$ cat config.mk
export PLATFORM = sky130hd
export DESIGN_NAME = flash_prog_ctrl
export DESIGN_NICKNAME = d
export VERILOG_FILES = /design/src/logic/flash_prog_pkg.sv /design/src/logic/flash_bus_cycle.sv /design/src/logic/flash_prog_ctrl.sv
export VERILOG_INCLUDE_DIRS = /design/src /design/src/logic
export SDC_FILE = /design/constraint.sdc
export NUM_CORES = 1
export LEC_CHECK = 0
export BUFFER_PORTS_ARGS = -buffer_cell sky130_fd_sc_hd__buf_2
export CAP_MARGIN = 20
export CELL_PAD_IN_SITES_DETAIL_PLACEMENT = 0
export CELL_PAD_IN_SITES_GLOBAL_PLACEMENT = 1
export CORE_MARGIN = 2
export CORE_UTILIZATION = 44
export DETAILED_ROUTE_END_ITERATION = 7
export PLACE_DENSITY = 0.86
export RECOVER_POWER = 100
export SETUP_SLACK_MARGIN = 0.3
export SKIP_CTS_REPAIR_TIMING = 1
export SLEW_MARGIN = 20
export SYNTH_ARGS = -nofsm -noshare
export SYNTH_HDL_FRONTEND = slang
export SYNTH_SLANG_ARGS = --single-unit
export TNS_END_PERCENT = 30
$ cat constraint.sdc
create_clock -name clk -period 3.05 [get_ports clk]
set_input_delay 0.1525 -clock clk [delete_from_list [all_inputs] [get_ports clk]]
set_output_delay 0.1525 -clock clk [all_outputs]
set_load 0.005 [all_outputs]
$ cat src/logic/flash_prog_map.svh
// Offsets, field positions, command codes and strobe timings in ns of the flash program controller.
`ifndef FLASH_PROG_MAP_SVH
`define FLASH_PROG_MAP_SVH
`define REG_CTRL 12'h000
`define REG_ADDR 12'h004
`define REG_DATA 12'h008
`define REG_STAT 12'h00C
`define REG_BASE 12'h010
`define CTRL_START_BIT 0
`define CTRL_MODE_LSB 1
`define STAT_BUSY_BIT 0
`define STAT_DONE_BIT 1
`define STAT_ABORT_BIT 2
`define STAT_TOUT_BIT 3
`define STAT_NEED_BIT 4
`define STAT_CNT_LSB 8
`define UNLOCK1_OFS 26'h0000555
`define UNLOCK2_OFS 26'h00002AA
`define UNLOCK1_DAT 16'h00AA
`define UNLOCK2_DAT 16'h0055
`define PROG_DAT 16'h00A0
`define BUFLOAD_DAT 16'h0025
`define CONFIRM_DAT 16'h0029
`define ABTRST_DAT 16'h00F0
`define BUF_WORDS 32
`define PAGE_LSB 5
`define POLL_BIT 7
`define TOGGLE_BIT 6
`define TOUT_BIT 5
`define ABORT_BIT 1
`define WE_LOW_NS 40
`define WE_HIGH_NS 30
`define CLK_NS 10
`endif

$ cat src/logic/flash_prog_pkg.sv
// Types of the flash program controller.
package flash_prog_pkg;
  typedef enum logic [1:0] {MODE_WORD, MODE_BUFFER, MODE_ABORT_RESET, MODE_READ} mode_e;
  typedef struct packed {
    logic [25:0] addr;
    logic [15:0] data;
    logic we;
  } bus_req_s;
endpackage : flash_prog_pkg

$ cat src/logic/flash_bus_cycle.sv
// One asynchronous flash bus cycle: write strobe or read with output enable.
`timescale 1ns/1ps
`include "flash_prog_map.svh"
module flash_bus_cycle
  import flash_prog_pkg::*;
#(
  parameter int LOW_CYC = (`WE_LOW_NS + `CLK_NS - 1) / `CLK_NS,
  parameter int HIGH_CYC = (`WE_HIGH_NS + `CLK_NS - 1) / `CLK_NS
)
(
  // Clock and reset
  input wire logic clk,
  input wire logic rst,
  input wire logic ce,
  // Request
  input wire logic req,
  input wire bus_req_s req_s,
  output logic done,
  output logic [15:0] rdata,
  // Flash pins
  output logic [25:0] f_addr,
  output logic [15:0] f_dq_o,
  output logic f_dq_oe,
  input wire logic [15:0] f_dq_i,
  output logic f_ce_n,
  output logic f_we_n,
  output logic f_oe_n
);
  initial
  begin
    if (LOW_CYC < 1 || HIGH_CYC < 1 || LOW_CYC > 255 || HIGH_CYC > 255)
      $error("flash_bus_cycle: strobe counts out of range");
  end
  logic [7:0] cnt_q;
  logic act_q;
  logic hi_q;
  always_ff @(posedge clk)
  begin
    if (rst)
    begin
      act_q <= 1'b0;
      hi_q <= 1'b0;
      cnt_q <= 8'h00;
      done <= 1'b0;
      rdata <= 16'h0000;
      f_addr <= 26'h0000000;
      f_dq_o <= 16'h0000;
      f_dq_oe <= 1'b0;
      f_ce_n <= 1'b1;
      f_we_n <= 1'b1;
      f_oe_n <= 1'b1;
    end
    else if (ce)
    begin
      done <= 1'b0;
      if (!act_q && req)
      begin
        // Address is set with both strobes falling together; data lands on the rising edge.
        act_q <= 1'b1;
        hi_q <= 1'b0;
        cnt_q <= LOW_CYC[7:0];
        f_addr <= req_s.addr;
        f_dq_o <= req_s.data;
        f_dq_oe <= req_s.we;
        f_ce_n <= 1'b0;
        f_we_n <= !req_s.we;
        f_oe_n <= req_s.we;
      end
      else if (act_q)
      begin
        if (cnt_q > 8'h01)
          cnt_q <= cnt_q - 8'h01;
        else if (!hi_q)
        begin
          hi_q <= 1'b1;
          cnt_q <= HIGH_CYC[7:0];
          rdata <= f_dq_i;
          f_ce_n <= 1'b1;
          f_we_n <= 1'b1;
          f_oe_n <= 1'b1;
        end
        else
        begin
          act_q <= 1'b0;
          f_dq_oe <= 1'b0;
          done <= 1'b1;
        end
      end
    end
  end
endmodule : flash_bus_cycle

$ cat src/logic/flash_prog_ctrl.sv
// Host controller issuing word, buffer and abort-reset program sequences to a NOR flash.
//
// Summary of operation
// - Word program: two unlocks, A0, data
// - Buffer start: unlocks then 25 at sector
// - Count minus one written at sector
// - All pairs share page bits A5 and above
// - Confirm 29 at sector after loads
// - Abort reset: unlocks then F0
// - Poll status at last loaded address
// - Buffer sequence spans 6 to 37 writes
// - Prefer full buffers for several words
//
// The implementer's own choices: the AXI4-Lite register port and the placing of the registers.
`timescale 1ns/1ps
`include "flash_prog_map.svh"
module flash_prog_ctrl
  import flash_prog_pkg::*;
#(
  parameter int BUF_WORDS = `BUF_WORDS,
  parameter int POLL_LIMIT = 100000
)
(
  // Clock, reset, enable
  input wire logic clk,
  input wire logic rst,
  input wire logic ce,
  // AXI4-Lite slave
  input wire logic [11:0] s_awaddr,
  input wire logic s_awvalid,
  output logic s_awready,
  input wire logic [31:0] s_wdata,
  input wire logic [3:0] s_wstrb,
  input wire logic s_wvalid,
  output logic s_wready,
  output logic [1:0] s_bresp,
  output logic s_bvalid,
  input wire logic s_bready,
  input wire logic [11:0] s_araddr,
  input wire logic s_arvalid,
  output logic s_arready,
  output logic [31:0] s_rdata,
  output logic [1:0] s_rresp,
  output logic s_rvalid,
  input wire logic s_rready,
  // Flash pins
  output logic [25:0] f_addr,
  output logic [15:0] f_dq_o,
  output logic f_dq_oe,
  input wire logic [15:0] f_dq_i,
  output logic f_ce_n,
  output logic f_we_n,
  output logic f_oe_n,
  output logic f_reset_n
);
  initial
  begin
    if (BUF_WORDS < 1 || BUF_WORDS > `BUF_WORDS || POLL_LIMIT < 2)
      $error("flash_prog_ctrl: parameter out of range");
  end
  typedef enum logic [3:0] {S_IDLE, S_UNLK1, S_UNLK2, S_CMD, S_COUNT, S_WAIT_DATA, S_LOAD,
    S_CONFIRM, S_POLL, S_FINISH} state_e;
  function automatic logic [1:0] ofs_ok(input logic [11:0] a);
    ofs_ok = (a[1:0] == 2'b00 && a <= `REG_BASE) ? 2'b00 : 2'b10;
  endfunction : ofs_ok
  state_e st_q;
  mode_e mode_q;
  logic [25:0] base_q, addr_q, last_q;
  logic [15:0] data_q, prev_q;
  logic data_full_q, start_q, busy_q, done_q, abort_q, tout_q;
  logic [5:0] cnt_q, left_q;
  logic [31:0] poll_q;
  logic aw_held_q, w_held_q;
  logic [11:0] awaddr_q;
  logic [31:0] wdata_q;
  logic [3:0] wstrb_q;
  logic breq, bdone;
  bus_req_s bs;
  logic [15:0] brd;
  // ------------------------------------------------------------
  // Register write channel
  // ------------------------------------------------------------
  logic wr_go;
  assign wr_go = aw_held_q && w_held_q && !s_bvalid;
  always_ff @(posedge clk)
  begin
    if (rst)
    begin
      s_awready <= 1'b1;
      s_wready <= 1'b1;
      aw_held_q <= 1'b0;
      w_held_q <= 1'b0;
      awaddr_q <= 12'h000;
      wdata_q <= 32'h00000000;
      wstrb_q <= 4'h0;
      s_bvalid <= 1'b0;
      s_bresp <= 2'b00;
    end
    else if (ce)
    begin
      if (s_awvalid && s_awready)
      begin
        aw_held_q <= 1'b1;
        awaddr_q <= s_awaddr;
        s_awready <= 1'b0;
      end
      if (s_wvalid && s_wready)
      begin
        w_held_q <= 1'b1;
        wdata_q <= s_wdata;
        wstrb_q <= s_wstrb;
        s_wready <= 1'b0;
      end
      if (wr_go)
      begin
        s_bvalid <= 1'b1;
        s_bresp <= ofs_ok(awaddr_q);
        aw_held_q <= 1'b0;
        w_held_q <= 1'b0;
      end
      if (s_bvalid && s_bready)
      begin
        s_bvalid <= 1'b0;
        s_awready <= 1'b1;
        s_wready <= 1'b1;
      end
    end
  end
  // Software-owned registers; the data word arms one word or buffer load.
  always_ff @(posedge clk)
  begin
    if (rst)
    begin
      base_q <= 26'h0000000;
      addr_q <= 26'h0000000;
      data_q <= 16'h0000;
      mode_q <= MODE_WORD;
      cnt_q <= 6'h00;
      start_q <= 1'b0;
      data_full_q <= 1'b0;
    end
    else if (ce)
    begin
      start_q <= 1'b0;
      if (st_q == S_LOAD && bdone)
        data_full_q <= 1'b0;
      if (wr_go && wstrb_q == 4'hF)
      begin
        case (awaddr_q)
          `REG_CTRL:
          begin
            start_q <= wdata_q[`CTRL_START_BIT] && !busy_q;
            mode_q <= mode_e'(wdata_q[`CTRL_MODE_LSB +: 2]);
            cnt_q <= wdata_q[`STAT_CNT_LSB +: 6];
          end
          `REG_ADDR: addr_q <= wdata_q[25:0];
          `REG_DATA:
          begin
            data_q <= wdata_q[15:0];
            data_full_q <= 1'b1;
          end
          `REG_BASE: base_q <= wdata_q[25:0];
          default: ;
        endcase
      end
    end
  end
  // ------------------------------------------------------------
  // Register read channel
  // ------------------------------------------------------------
  always_ff @(posedge clk)
  begin
    if (rst)
    begin
      s_arready <= 1'b1;
      s_rvalid <= 1'b0;
      s_rdata <= 32'h00000000;
      s_rresp <= 2'b00;
    end
    else if (ce)
    begin
      if (s_arvalid && s_arready)
      begin
        s_arready <= 1'b0;
        s_rvalid <= 1'b1;
        s_rresp <= ofs_ok(s_araddr);
        case (s_araddr)
          `REG_CTRL: s_rdata <= {18'h0, cnt_q, 5'h0, mode_q, 1'b0};
          `REG_ADDR: s_rdata <= {6'h0, addr_q};
          `REG_DATA: s_rdata <= {16'h0, prev_q};
          `REG_STAT: s_rdata <= {18'h0, left_q, 3'h0, data_full_q, tout_q, abort_q,
            done_q, busy_q};
          `REG_BASE: s_rdata <= {6'h0, base_q};
          default: s_rdata <= 32'h00000000;
        endcase
      end
      if (s_rvalid && s_rready)
      begin
        s_rvalid <= 1'b0;
        s_arready <= 1'b1;
      end
    end
  end
  // ------------------------------------------------------------
  // Command sequencer
  // ------------------------------------------------------------
  always_comb
  begin
    bs.we = 1'b1;
    bs.addr = base_q + `UNLOCK1_OFS;
    bs.data = `UNLOCK1_DAT;
    breq = 1'b0;
    case (st_q)
      S_UNLK1: breq = 1'b1;
      S_UNLK2:
      begin
        breq = 1'b1;
        bs.addr = base_q + `UNLOCK2_OFS;
        bs.data = `UNLOCK2_DAT;
      end
      S_CMD:
      begin
        breq = 1'b1;
        case (mode_q)
          MODE_WORD: bs.data = `PROG_DAT;
          MODE_BUFFER:
          begin
            bs.addr = addr_q;
            bs.data = `BUFLOAD_DAT;
          end
          default: bs.data = `ABTRST_DAT;
        endcase
      end
      S_COUNT:
      begin
        breq = 1'b1;
        bs.addr = addr_q;
        bs.data = {10'h000, cnt_q};
      end
      S_LOAD:
      begin
        breq = 1'b1;
        bs.addr = (mode_q == MODE_BUFFER) ? {last_q[25:`PAGE_LSB], addr_q[`PAGE_LSB-1:0]}
          : addr_q;
        bs.data = data_q;
      end
      S_CONFIRM:
      begin
        breq = 1'b1;
        bs.addr = last_q;
        bs.data = `CONFIRM_DAT;
      end
      S_POLL:
      begin
        breq = 1'b1;
        bs.we = 1'b0;
        bs.addr = last_q;
      end
      default: breq = 1'b0;
    endcase
  end
  always_ff @(posedge clk)
  begin
    if (rst)
    begin
      st_q <= S_IDLE;
      busy_q <= 1'b0;
      done_q <= 1'b0;
      abort_q <= 1'b0;
      tout_q <= 1'b0;
      left_q <= 6'h00;
      last_q <= 26'h0000000;
      prev_q <= 16'h0000;
      poll_q <= 32'h00000000;
      f_reset_n <= 1'b0;
    end
    else if (ce)
    begin
      f_reset_n <= 1'b1;
      case (st_q)
        S_IDLE:
          if (start_q && mode_q != MODE_READ && !(mode_q == MODE_BUFFER &&
            {26'h0, cnt_q} >= BUF_WORDS))
          begin
            st_q <= S_UNLK1;
            busy_q <= 1'b1;
            done_q <= 1'b0;
            abort_q <= 1'b0;
            tout_q <= 1'b0;
            left_q <= cnt_q;
            last_q <= addr_q;
          end
        S_UNLK1: if (bdone) st_q <= S_UNLK2;
        S_UNLK2: if (bdone) st_q <= S_CMD;
        S_CMD:
          if (bdone)
          begin
            case (mode_q)
              MODE_WORD: st_q <= S_WAIT_DATA;
              MODE_BUFFER: st_q <= S_COUNT;
              default: st_q <= S_FINISH;
            endcase
          end
        S_COUNT: if (bdone) st_q <= S_WAIT_DATA;
        S_WAIT_DATA: if (data_full_q) st_q <= S_LOAD;
        S_LOAD:
          if (bdone)
          begin
            last_q <= bs.addr;
            prev_q <= data_q;
            poll_q <= 32'h00000000;
            if (mode_q != MODE_BUFFER)
              st_q <= S_POLL;
            else if (left_q == 6'h00)
              st_q <= S_CONFIRM;
            else
            begin
              left_q <= left_q - 6'h01;
              st_q <= S_WAIT_DATA;
            end
          end
        S_CONFIRM: if (bdone) st_q <= S_POLL;
        S_POLL:
          if (bdone)
          begin
            poll_q <= poll_q + 32'h00000001;
            if (brd[`POLL_BIT] == prev_q[`POLL_BIT])
              st_q <= S_FINISH;
            else if (brd[`ABORT_BIT])
            begin
              abort_q <= 1'b1;
              st_q <= S_FINISH;
            end
            else if (brd[`TOUT_BIT] || poll_q >= POLL_LIMIT)
            begin
              tout_q <= 1'b1;
              st_q <= S_FINISH;
            end
          end
        S_FINISH:
        begin
          busy_q <= 1'b0;
          done_q <= 1'b1;
          st_q <= S_IDLE;
        end
        default: st_q <= S_IDLE;
      endcase
    end
  end
  // ------------------------------------------------------------
  // Bus cycle engine
  // ------------------------------------------------------------
  flash_bus_cycle u_cyc (
    .clk(clk),
    .rst(rst),
    .ce(ce),
    .req(breq && !bdone),
    .req_s(bs),
    .done(bdone),
    .rdata(brd),
    .f_addr(f_addr),
    .f_dq_o(f_dq_o),
    .f_dq_oe(f_dq_oe),
    .f_dq_i(f_dq_i),
    .f_ce_n(f_ce_n),
    .f_we_n(f_we_n),
    .f_oe_n(f_oe_n)
  );
endmodule : flash_prog_ctrl

==> results of run 1 <==
==> power groups by stage <==
stage | clock network [uW] | logic, uW | registers, uW
final | 4300 | 953 | 4220
after global routing | 4540 | 1050 | 4240
after CTS | 4370 | 934 | 4220
after detailed placement | 0 | 929 | 4300
after global placement | 0 | 917 | 4300
after floorplan | 0 | 602 | 4270
==> synthesized netlist by cell type (10+ instances only) <==
master    instances  share of area (%)
nor4_1           18               0.78
inv_1            25               0.65
buf_4            10               0.52
nand4_1          20               0.86
dfxtp_1         304                 42
nand3_1          34                1.2
nand2b_1         10               0.43
xnor2_1          25                1.5
and3_1           18               0.78
a221oi_1         28                1.7
o21a_1           10               0.52
xor2_1           21                1.3
a211oi_1         27                1.4
nor2_1          224                5.8
o211ai_1         10               0.52
nand2_1         277                7.2
o21ai_0          75                2.6
and2_1           15               0.65
a22o_1           24                1.5
a311oi_1         11               0.67
a21oi_1         171                5.9
buf_2            17               0.59
mux2i_1          74                5.1
nor3_1           36                1.2
clkbuf_1        112                2.9
buf_1            11               0.29
a22oi_1          15               0.78
==> final cells by class <==
| type | instances | area share [%] |
|---|---|---|
| clock buffers | 48 | 5.76 |
| flip-flops and latches | 304 | 35.2 |
| multi-input cells | 1320 | 44.6 |
| clock inverters | 14 | 1.12 |
| inverters | 28 | 0.608 |
| repair buffers | 264 | 9.49 |
| well taps | 442 | 3.20 |
==> registers in the layout, indices dropped and copies added (netlist names), 26 cells and up <==
| register | count |
|---|---|
| poll_q | 32 |
| addr_q | 26 |
| base_q | 26 |
| last_q | 26 |
| s_rdata | 26 |
| u_cyc.f_addr | 26 |
| wdata_q | 26 |
==> metal layers <==
| layer | GRT usage (%) | vias up | share of wire [%] |
|---|---|---|---|
| met5 | 0 | - | 0 |
| met4 | 8.63 | 0 | 3.2 |
| met3 | 3.64 | 93 | 7.8 |
| met2 | 38.7 | 569 | 43 |
| met1 | 38.4 | 6609 | 46 |
| li1 | - | 6680 | - |
==> logic make-up (layout without fill, tap and decap cells) <==
group / Yosys count / after routing / synth area share, %
other: 1 / 8 / 0.0259
AO/OA/AOI/OAI: 467 / 467 / 21.5
flip-flops: 304 / 304 / 42.1
AND/OR/NAND/NOR: 712 / 712 / 22.2
buffers and inverters: 179 / 354 / 5.10
adder cells (fa/ha/maj): 8 / 8 / 0.692
XOR/XNOR: 46 / 46 / 2.78
multiplexers: 79 / 79 / 5.66
==> stage by stage <==
stage / area (um^2) / setup slack, ps / cells
final: 17300 / 275 / 2420
after global routing: 17300 / 133 / 2420
after CTS: 16900 / 256 / 2371
after detailed placement: 15800 / 289 / 2309
after global placement: 15800 / 312 / 2309
after floorplan: 14500 / 761 / 1803
==> how the worst min path moves through the flow <==
| stage | startpoint | end | slack [ps] | cells after the start |
|---|---|---|---|---|
| after global routing | ce | s_bvalid | 20 | 3 |
| after CTS | s_wdata[14] | wdata_q[14] | -150 | 3 |
| after global placement | s_wdata[10] | wdata_q[10] | 400 | 3 |
| after detailed placement | s_awaddr[6] | awaddr_q[6] | 400 | 3 |
| after floorplan | s_awaddr[0] | awaddr_q[0] | 290 | 2 |
| final | s_bready | s_bvalid | -1 | 4 |
==> critical path, delay by kind of cell, from the launching register on <==
family / cells / cell delay [ps]
and+or+nand+nor: 3 / 780
DFF: 1 / 550
buffers and inverters: 3 / 720
AOI/OAI and AO/OA: 3 / 540
==> placed cells by master, fill, tap and decap left out, drive strengths merged, types with 10 or more instances in the layout <==
| cell type | count |
|---|---|
| dfxtp | 304 |
| nand2 | 277 |
| nor2 | 224 |
| a21oi | 171 |
| buf | 142 |
| clkbuf | 121 |
| o21ai | 77 |
| mux2i | 74 |
| dlygate4sd3 | 49 |
| nor3 | 37 |
| nand3 | 34 |
| a211oi | 28 |
| a221oi | 28 |
| inv | 28 |
| xnor2 | 25 |
| a22o | 24 |
| xor2 | 21 |
| nand4 | 20 |
| and3 | 19 |
| nor4 | 19 |
| a22oi | 15 |
| and2 | 15 |
| a311oi | 11 |
| o211ai | 10 |
| nand2b | 10 |
| o21a | 10 |
==> metrics, run 1 <==
Die H 185 um; Initial Utilization 44.6%; Die W 185 um; Worst Setup End Kind flip-flop; DRC violation count after routing 0; Yosys reg bits 304; Setup Skew 27.6 ps; CTS Buffer Depth 3; R2R Path Start st_q[2]; cell depth of the worst flop-to-flop path 9; WL/cell 18.8 um; Internal Power 7040 uW; Worst-Skew Late Latency 540 ps; share of the clock period used by the worst path 91.0%; Max Clk Rate 360 MHz; Slew @ Worst Pin 1520 ps; P_sw 2440 uW; wirelength, routed 45.5 mm; Slew Limit Fails 76; Pwr per Cell Area 548 mW/mm^2; initial antenna violation count 0; I/O Buffers 144; Layout area overhead 19.4%; clock sinks 304; Max stage delay on crit path 600 ps; critical path startpoint st_q[2]; wire length of the first global-routing pass 70.5 mm; async set-reset flop share out of synthesis 0%; CP endpoint left_q[0]; hold_ws -1.03 ps; CTS Buf Count 35; layout cell share with drive strength beyond 1 12.0%; Unique masters post-synth 82; register area 0.00609 mm^2; Comb pwr share 10.1%; drt pass-1 iters 5; Final Wtd Congestion 0.897; Tot GR Track Use 26.0%; Sequential Power Share 44.5%; CP Data Required Time 3390 ps; slew margin rel. -1.15%; status finished with violations; Avg Synthesized Cell Area 8.06 um^2; Setup Crit Path Kind flip-flop to flip-flop; Total Power 9470 uW; Crit-path slowest cell or3_1; Post-Synthesis Cells 1796; maximum vdd drop 0.436 mV; Final Setup Violations 0; mapped cell area 0.0145 mm^2; Overflow after GRT 0; reg2reg end left_q[0]; failing checks hold timing, capacitance limit, slew limit; die area 0.0344 mm^2; Starting DRT DRC Count 1056; post-route core utilization 53.2%; Top FF cell, synth dfxtp_1; Pleak 0.00635 uW; DPL Wire Length 32.0 mm; Clock Power Share 45.4%; CP max FO 14; worst path cell trace buf_4 > nand2b_1 > buf_4 > or3_1 > o221ai_1 > clkbuf_2 > nor3_1 > a21oi_1 > a21oi_1; pin count of the biggest net entering global routing 76; CTS H-tree depth 2; setup_tns 0 ps; CTS tree built; Root Driver clkbuf_16; r2r setup slk 270 ps; Tmin final 2780 ps; diode count 0; number of synthesized flops with an enable pin 0; vias in the first global route 12644; CP arrival 3120 ps; CP startpoint kind flip-flop; site row count 66; worst hold path type primary input to flip-flop; core area 0.0325 mm^2; Final nets 2045; routed via count 13951; Clk pin slew, worst setup/hold paths 60 ps; Sw Ratio 25.7%; area of the multi-input gates 0.00770 mm^2; fillers 3153; Synthesis Warnings 0; RSZ-0062 raised after global routing true; maxcap violations 1; DRT antenna net count 0; Final Hold Violating Endpoints 1; Ports 172; DR vias/cell 5.76; Seq/Total Area, Yosys 42.1%
Note: power is estimated with default switching activity, not from simulation.
==> run 2, diff against run 1 <==
--- a/config.mk
+++ b/config.mk
@@ -6,14 +6,15 @@
 export SDC_FILE = /design/constraint.sdc
 export NUM_CORES = 1
 export LEC_CHECK = 0
+export ABC_AREA = 1
 export BUFFER_PORTS_ARGS = -buffer_cell sky130_fd_sc_hd__buf_2
-export CAP_MARGIN = 20
+export CAP_MARGIN = 10
 export CELL_PAD_IN_SITES_DETAIL_PLACEMENT = 0
 export CELL_PAD_IN_SITES_GLOBAL_PLACEMENT = 1
 export CORE_MARGIN = 2
-export CORE_UTILIZATION = 44
+export CORE_UTILIZATION = 42
 export DETAILED_ROUTE_END_ITERATION = 7
-export PLACE_DENSITY = 0.86
+export PLACE_DENSITY = 0.85
 export RECOVER_POWER = 100
 export SETUP_SLACK_MARGIN = 0.3
 export SKIP_CTS_REPAIR_TIMING = 1
==> run 2 against run 1 <==
Against the previous run: the flow finishes with violations (hold timing); sequential share of layout area decreased by 1.9 points; non-clock buffer count decreased by 40; utilization shrank 3.4 points; global-route usage increased by 1.8 points; synthesized cell count grew 30%; clock power up 8.4%; sequential power is 9.5% higher.
==> metrics, run 2 <==
area leader, netlist dfxtp_1; setup_tns 0 ps; Tot GR Track Use 27.8%; CTS Buffer Depth 3; clock sinks 304; fillers 3793; DRT antenna net count 0; Starting DRT DRC Count 1419; non-filler cells, final 2988; Seq/Total Area, Yosys 38.9%; Root Driver clkbuf_16; layout cell share with drive strength beyond 1 8.89%; hold_ws -72.0 ps; Die H 197 um; routed via count 16216; Unique masters post-synth 56; leading cell type in the layout, fill and taps excluded nand2_1; DR vias/cell 5.43; Tmin final 2680 ps; Post-Synthesis Cells 2340; Max Clk Rate 373 MHz; Worst-Skew Late Latency 550 ps; vias in the first global route 15009; maximum vdd drop 0.393 mV; design area 0.0182 mm^2; Pwr per Cell Area 632 mW/mm^2; Slew @ Worst Pin 1130 ps; Final Hold Violating Endpoints 5; most frequent cells in the layout nand2_1, dfxtp_1, o21ai_0, a21oi_1, inv_1; site row count 70; Pleak 0.00728 uW; DRC violation count after routing 0; status finished with violations; number of synthesized flops with an enable pin 0; Synthesis Warnings 0; CP bufs+invs 4; drt pass-1 iters 5; wire length of the first global-routing pass 84.5 mm; Crit-path slowest cell clkbuf_2; Setup Skew 16.5 ps; Layout area overhead 16.7%; CTS H-tree depth 2; Overflow after GRT 0; Largest Register poll_q; Final nets 2585; share of the clock period used by the worst path 88.0%; wirelength, routed 54.6 mm; WL/cell 18.3 um; I/O Buffers 144; share of Yosys cell area claimed by the top area cell type 38.9%; Final Setup Violations 0; top cells by area, synth dfxtp_1, nand2_1, a21oi_1; pin count of the biggest net entering global routing 84; Ports 172; max FFs per register 32; CP arrival 3120 ps; Setup Crit Path Kind flip-flop to flip-flop; Slew Limit Fails 0; most frequent cell after synthesis nand2_1; async set-reset flop share out of synthesis 0%; initial antenna violation count 0; worst hold path type primary input to flip-flop; Worst path top cell family by delay buffers and inverters; Worst Setup End Kind flip-flop; failing checks hold timing; Max stage delay on crit path 450 ps; synth cell count leaders nand2_1, dfxtp_1, a21oi_1; maxcap violations 0; Final Wtd Congestion 0.950; mapped cell area 0.0156 mm^2; Clk pin slew, worst setup/hold paths 60 ps; CTS tree built; Die W 197 um; DPL Wire Length 39.4 mm; Initial Utilization 42.7%; CP max FO 25; RSZ-0062 raised after global routing false; CTS Buf Count 37; CP startpoint kind flip-flop; die area 0.0388 mm^2; core area 0.0366 mm^2; Top FF cell, synth dfxtp_1; slew margin rel. 24.5%; Avg Synthesized Cell Area 6.68 um^2; Yosys reg bits 304; Cell Count Post-Placement 2877; diode count 0; CP Data Required Time 3480 ps; worst path cell trace inv_1 > nor2_1 > nand2_4 > inv_4 > nand2_1 > nand3_1 > inv_1 > clkbuf_2 > o21ai_0 > nor2_1; placed inst area 0.0167 mm^2
[run 2: changes by cell type after synthesis, moves of 23 or more]
cell	delta
a22o_1	-23
nand2_1	+219
o22ai_1	+27
nand3_1	+123
clkbuf_1	-45
mux2i_1	-73
a21oi_1	+96
a221oi_1	-26
inv_1	+228
xnor2_1	-23
o21ai_0	+190
[run 2: layer usage]
layer	up-vias	global-route usage, %	wire length, um
met5	-	0	0
met4	0	8.44	1430
met3	92	5.18	4200
met2	569	43.1	23800
met1	7473	39.2	25200
li1	8082	-	-
[run 2: path summary, 6_finish.rpt]
path               from          to  slack, ps  cells past startpoint
min            s_bready    s_wready        -70                      5
min reg2reg  wstrb_q[1]  wstrb_q[1]        450                      2
max             st_q[1]  last_q[11]        370                     10
max reg2reg     st_q[1]  last_q[11]        370                     10
[run 2: power breakdown]
part | switching (uW) | leakage [uW] | internal [uW]
Combinational | 1500 | 0.00419 | 737
Sequential | 262 | 0.00247 | 4360
Clock | 1820 | 0.000622 | 2840
Total | 3580 | 0.00728 | 7940
[run 2: worst min-delay path, cell delays in order]
cell and delay, ps:
buf_2 70, nand3_1 60, nand2_1 50, inv_1 50
nand2_1 50
[run 2: cell type report]
cell class	count	area (um^2)	area share [%]
timing repair buffer	224	1370	7.48
clock buffer	49	1040	5.70
multi-input combinational	1653	7890	43.3
tap	468	586	3.21
sequential	304	6090	33.4
clock inverter	17	243	1.33
inverter	273	1030	5.67
[run 2: cell families after synthesis]
family / count (synthesis) / share of synthesized area (%)
AND/OR/NAND/NOR: 992 / 27.7
buffers and inverters: 390 / 10.2
XOR/XNOR: 12 / 0.672
other: 1 / 0.0240
multiplexers: 1 / 0.0640
adder cells (fa/ha/maj): 8 / 0.640
flip-flops: 304 / 38.9
AO/OA/AOI/OAI: 632 / 21.8
[run 2: through the flow]
| stage | hold slack (ps) | worst slack [ps] | utilization (%) | total power, uW |
|---|---|---|---|---|
| 6_report | -72.0 | 366 | 49.8 | 11500 |
| 4_1_cts | -147 | 340 | 49.2 | 11600 |
| 3_5_place_dp | 413 | 366 | 45.7 | 6950 |
| 2_1_floorplan | 287 | 1400 | - | 6070 |
| 3_3_place_gp | 406 | 485 | 45.7 | 6910 |
| 5_1_grt | 0.0602 | 182 | 49.8 | 12100 |
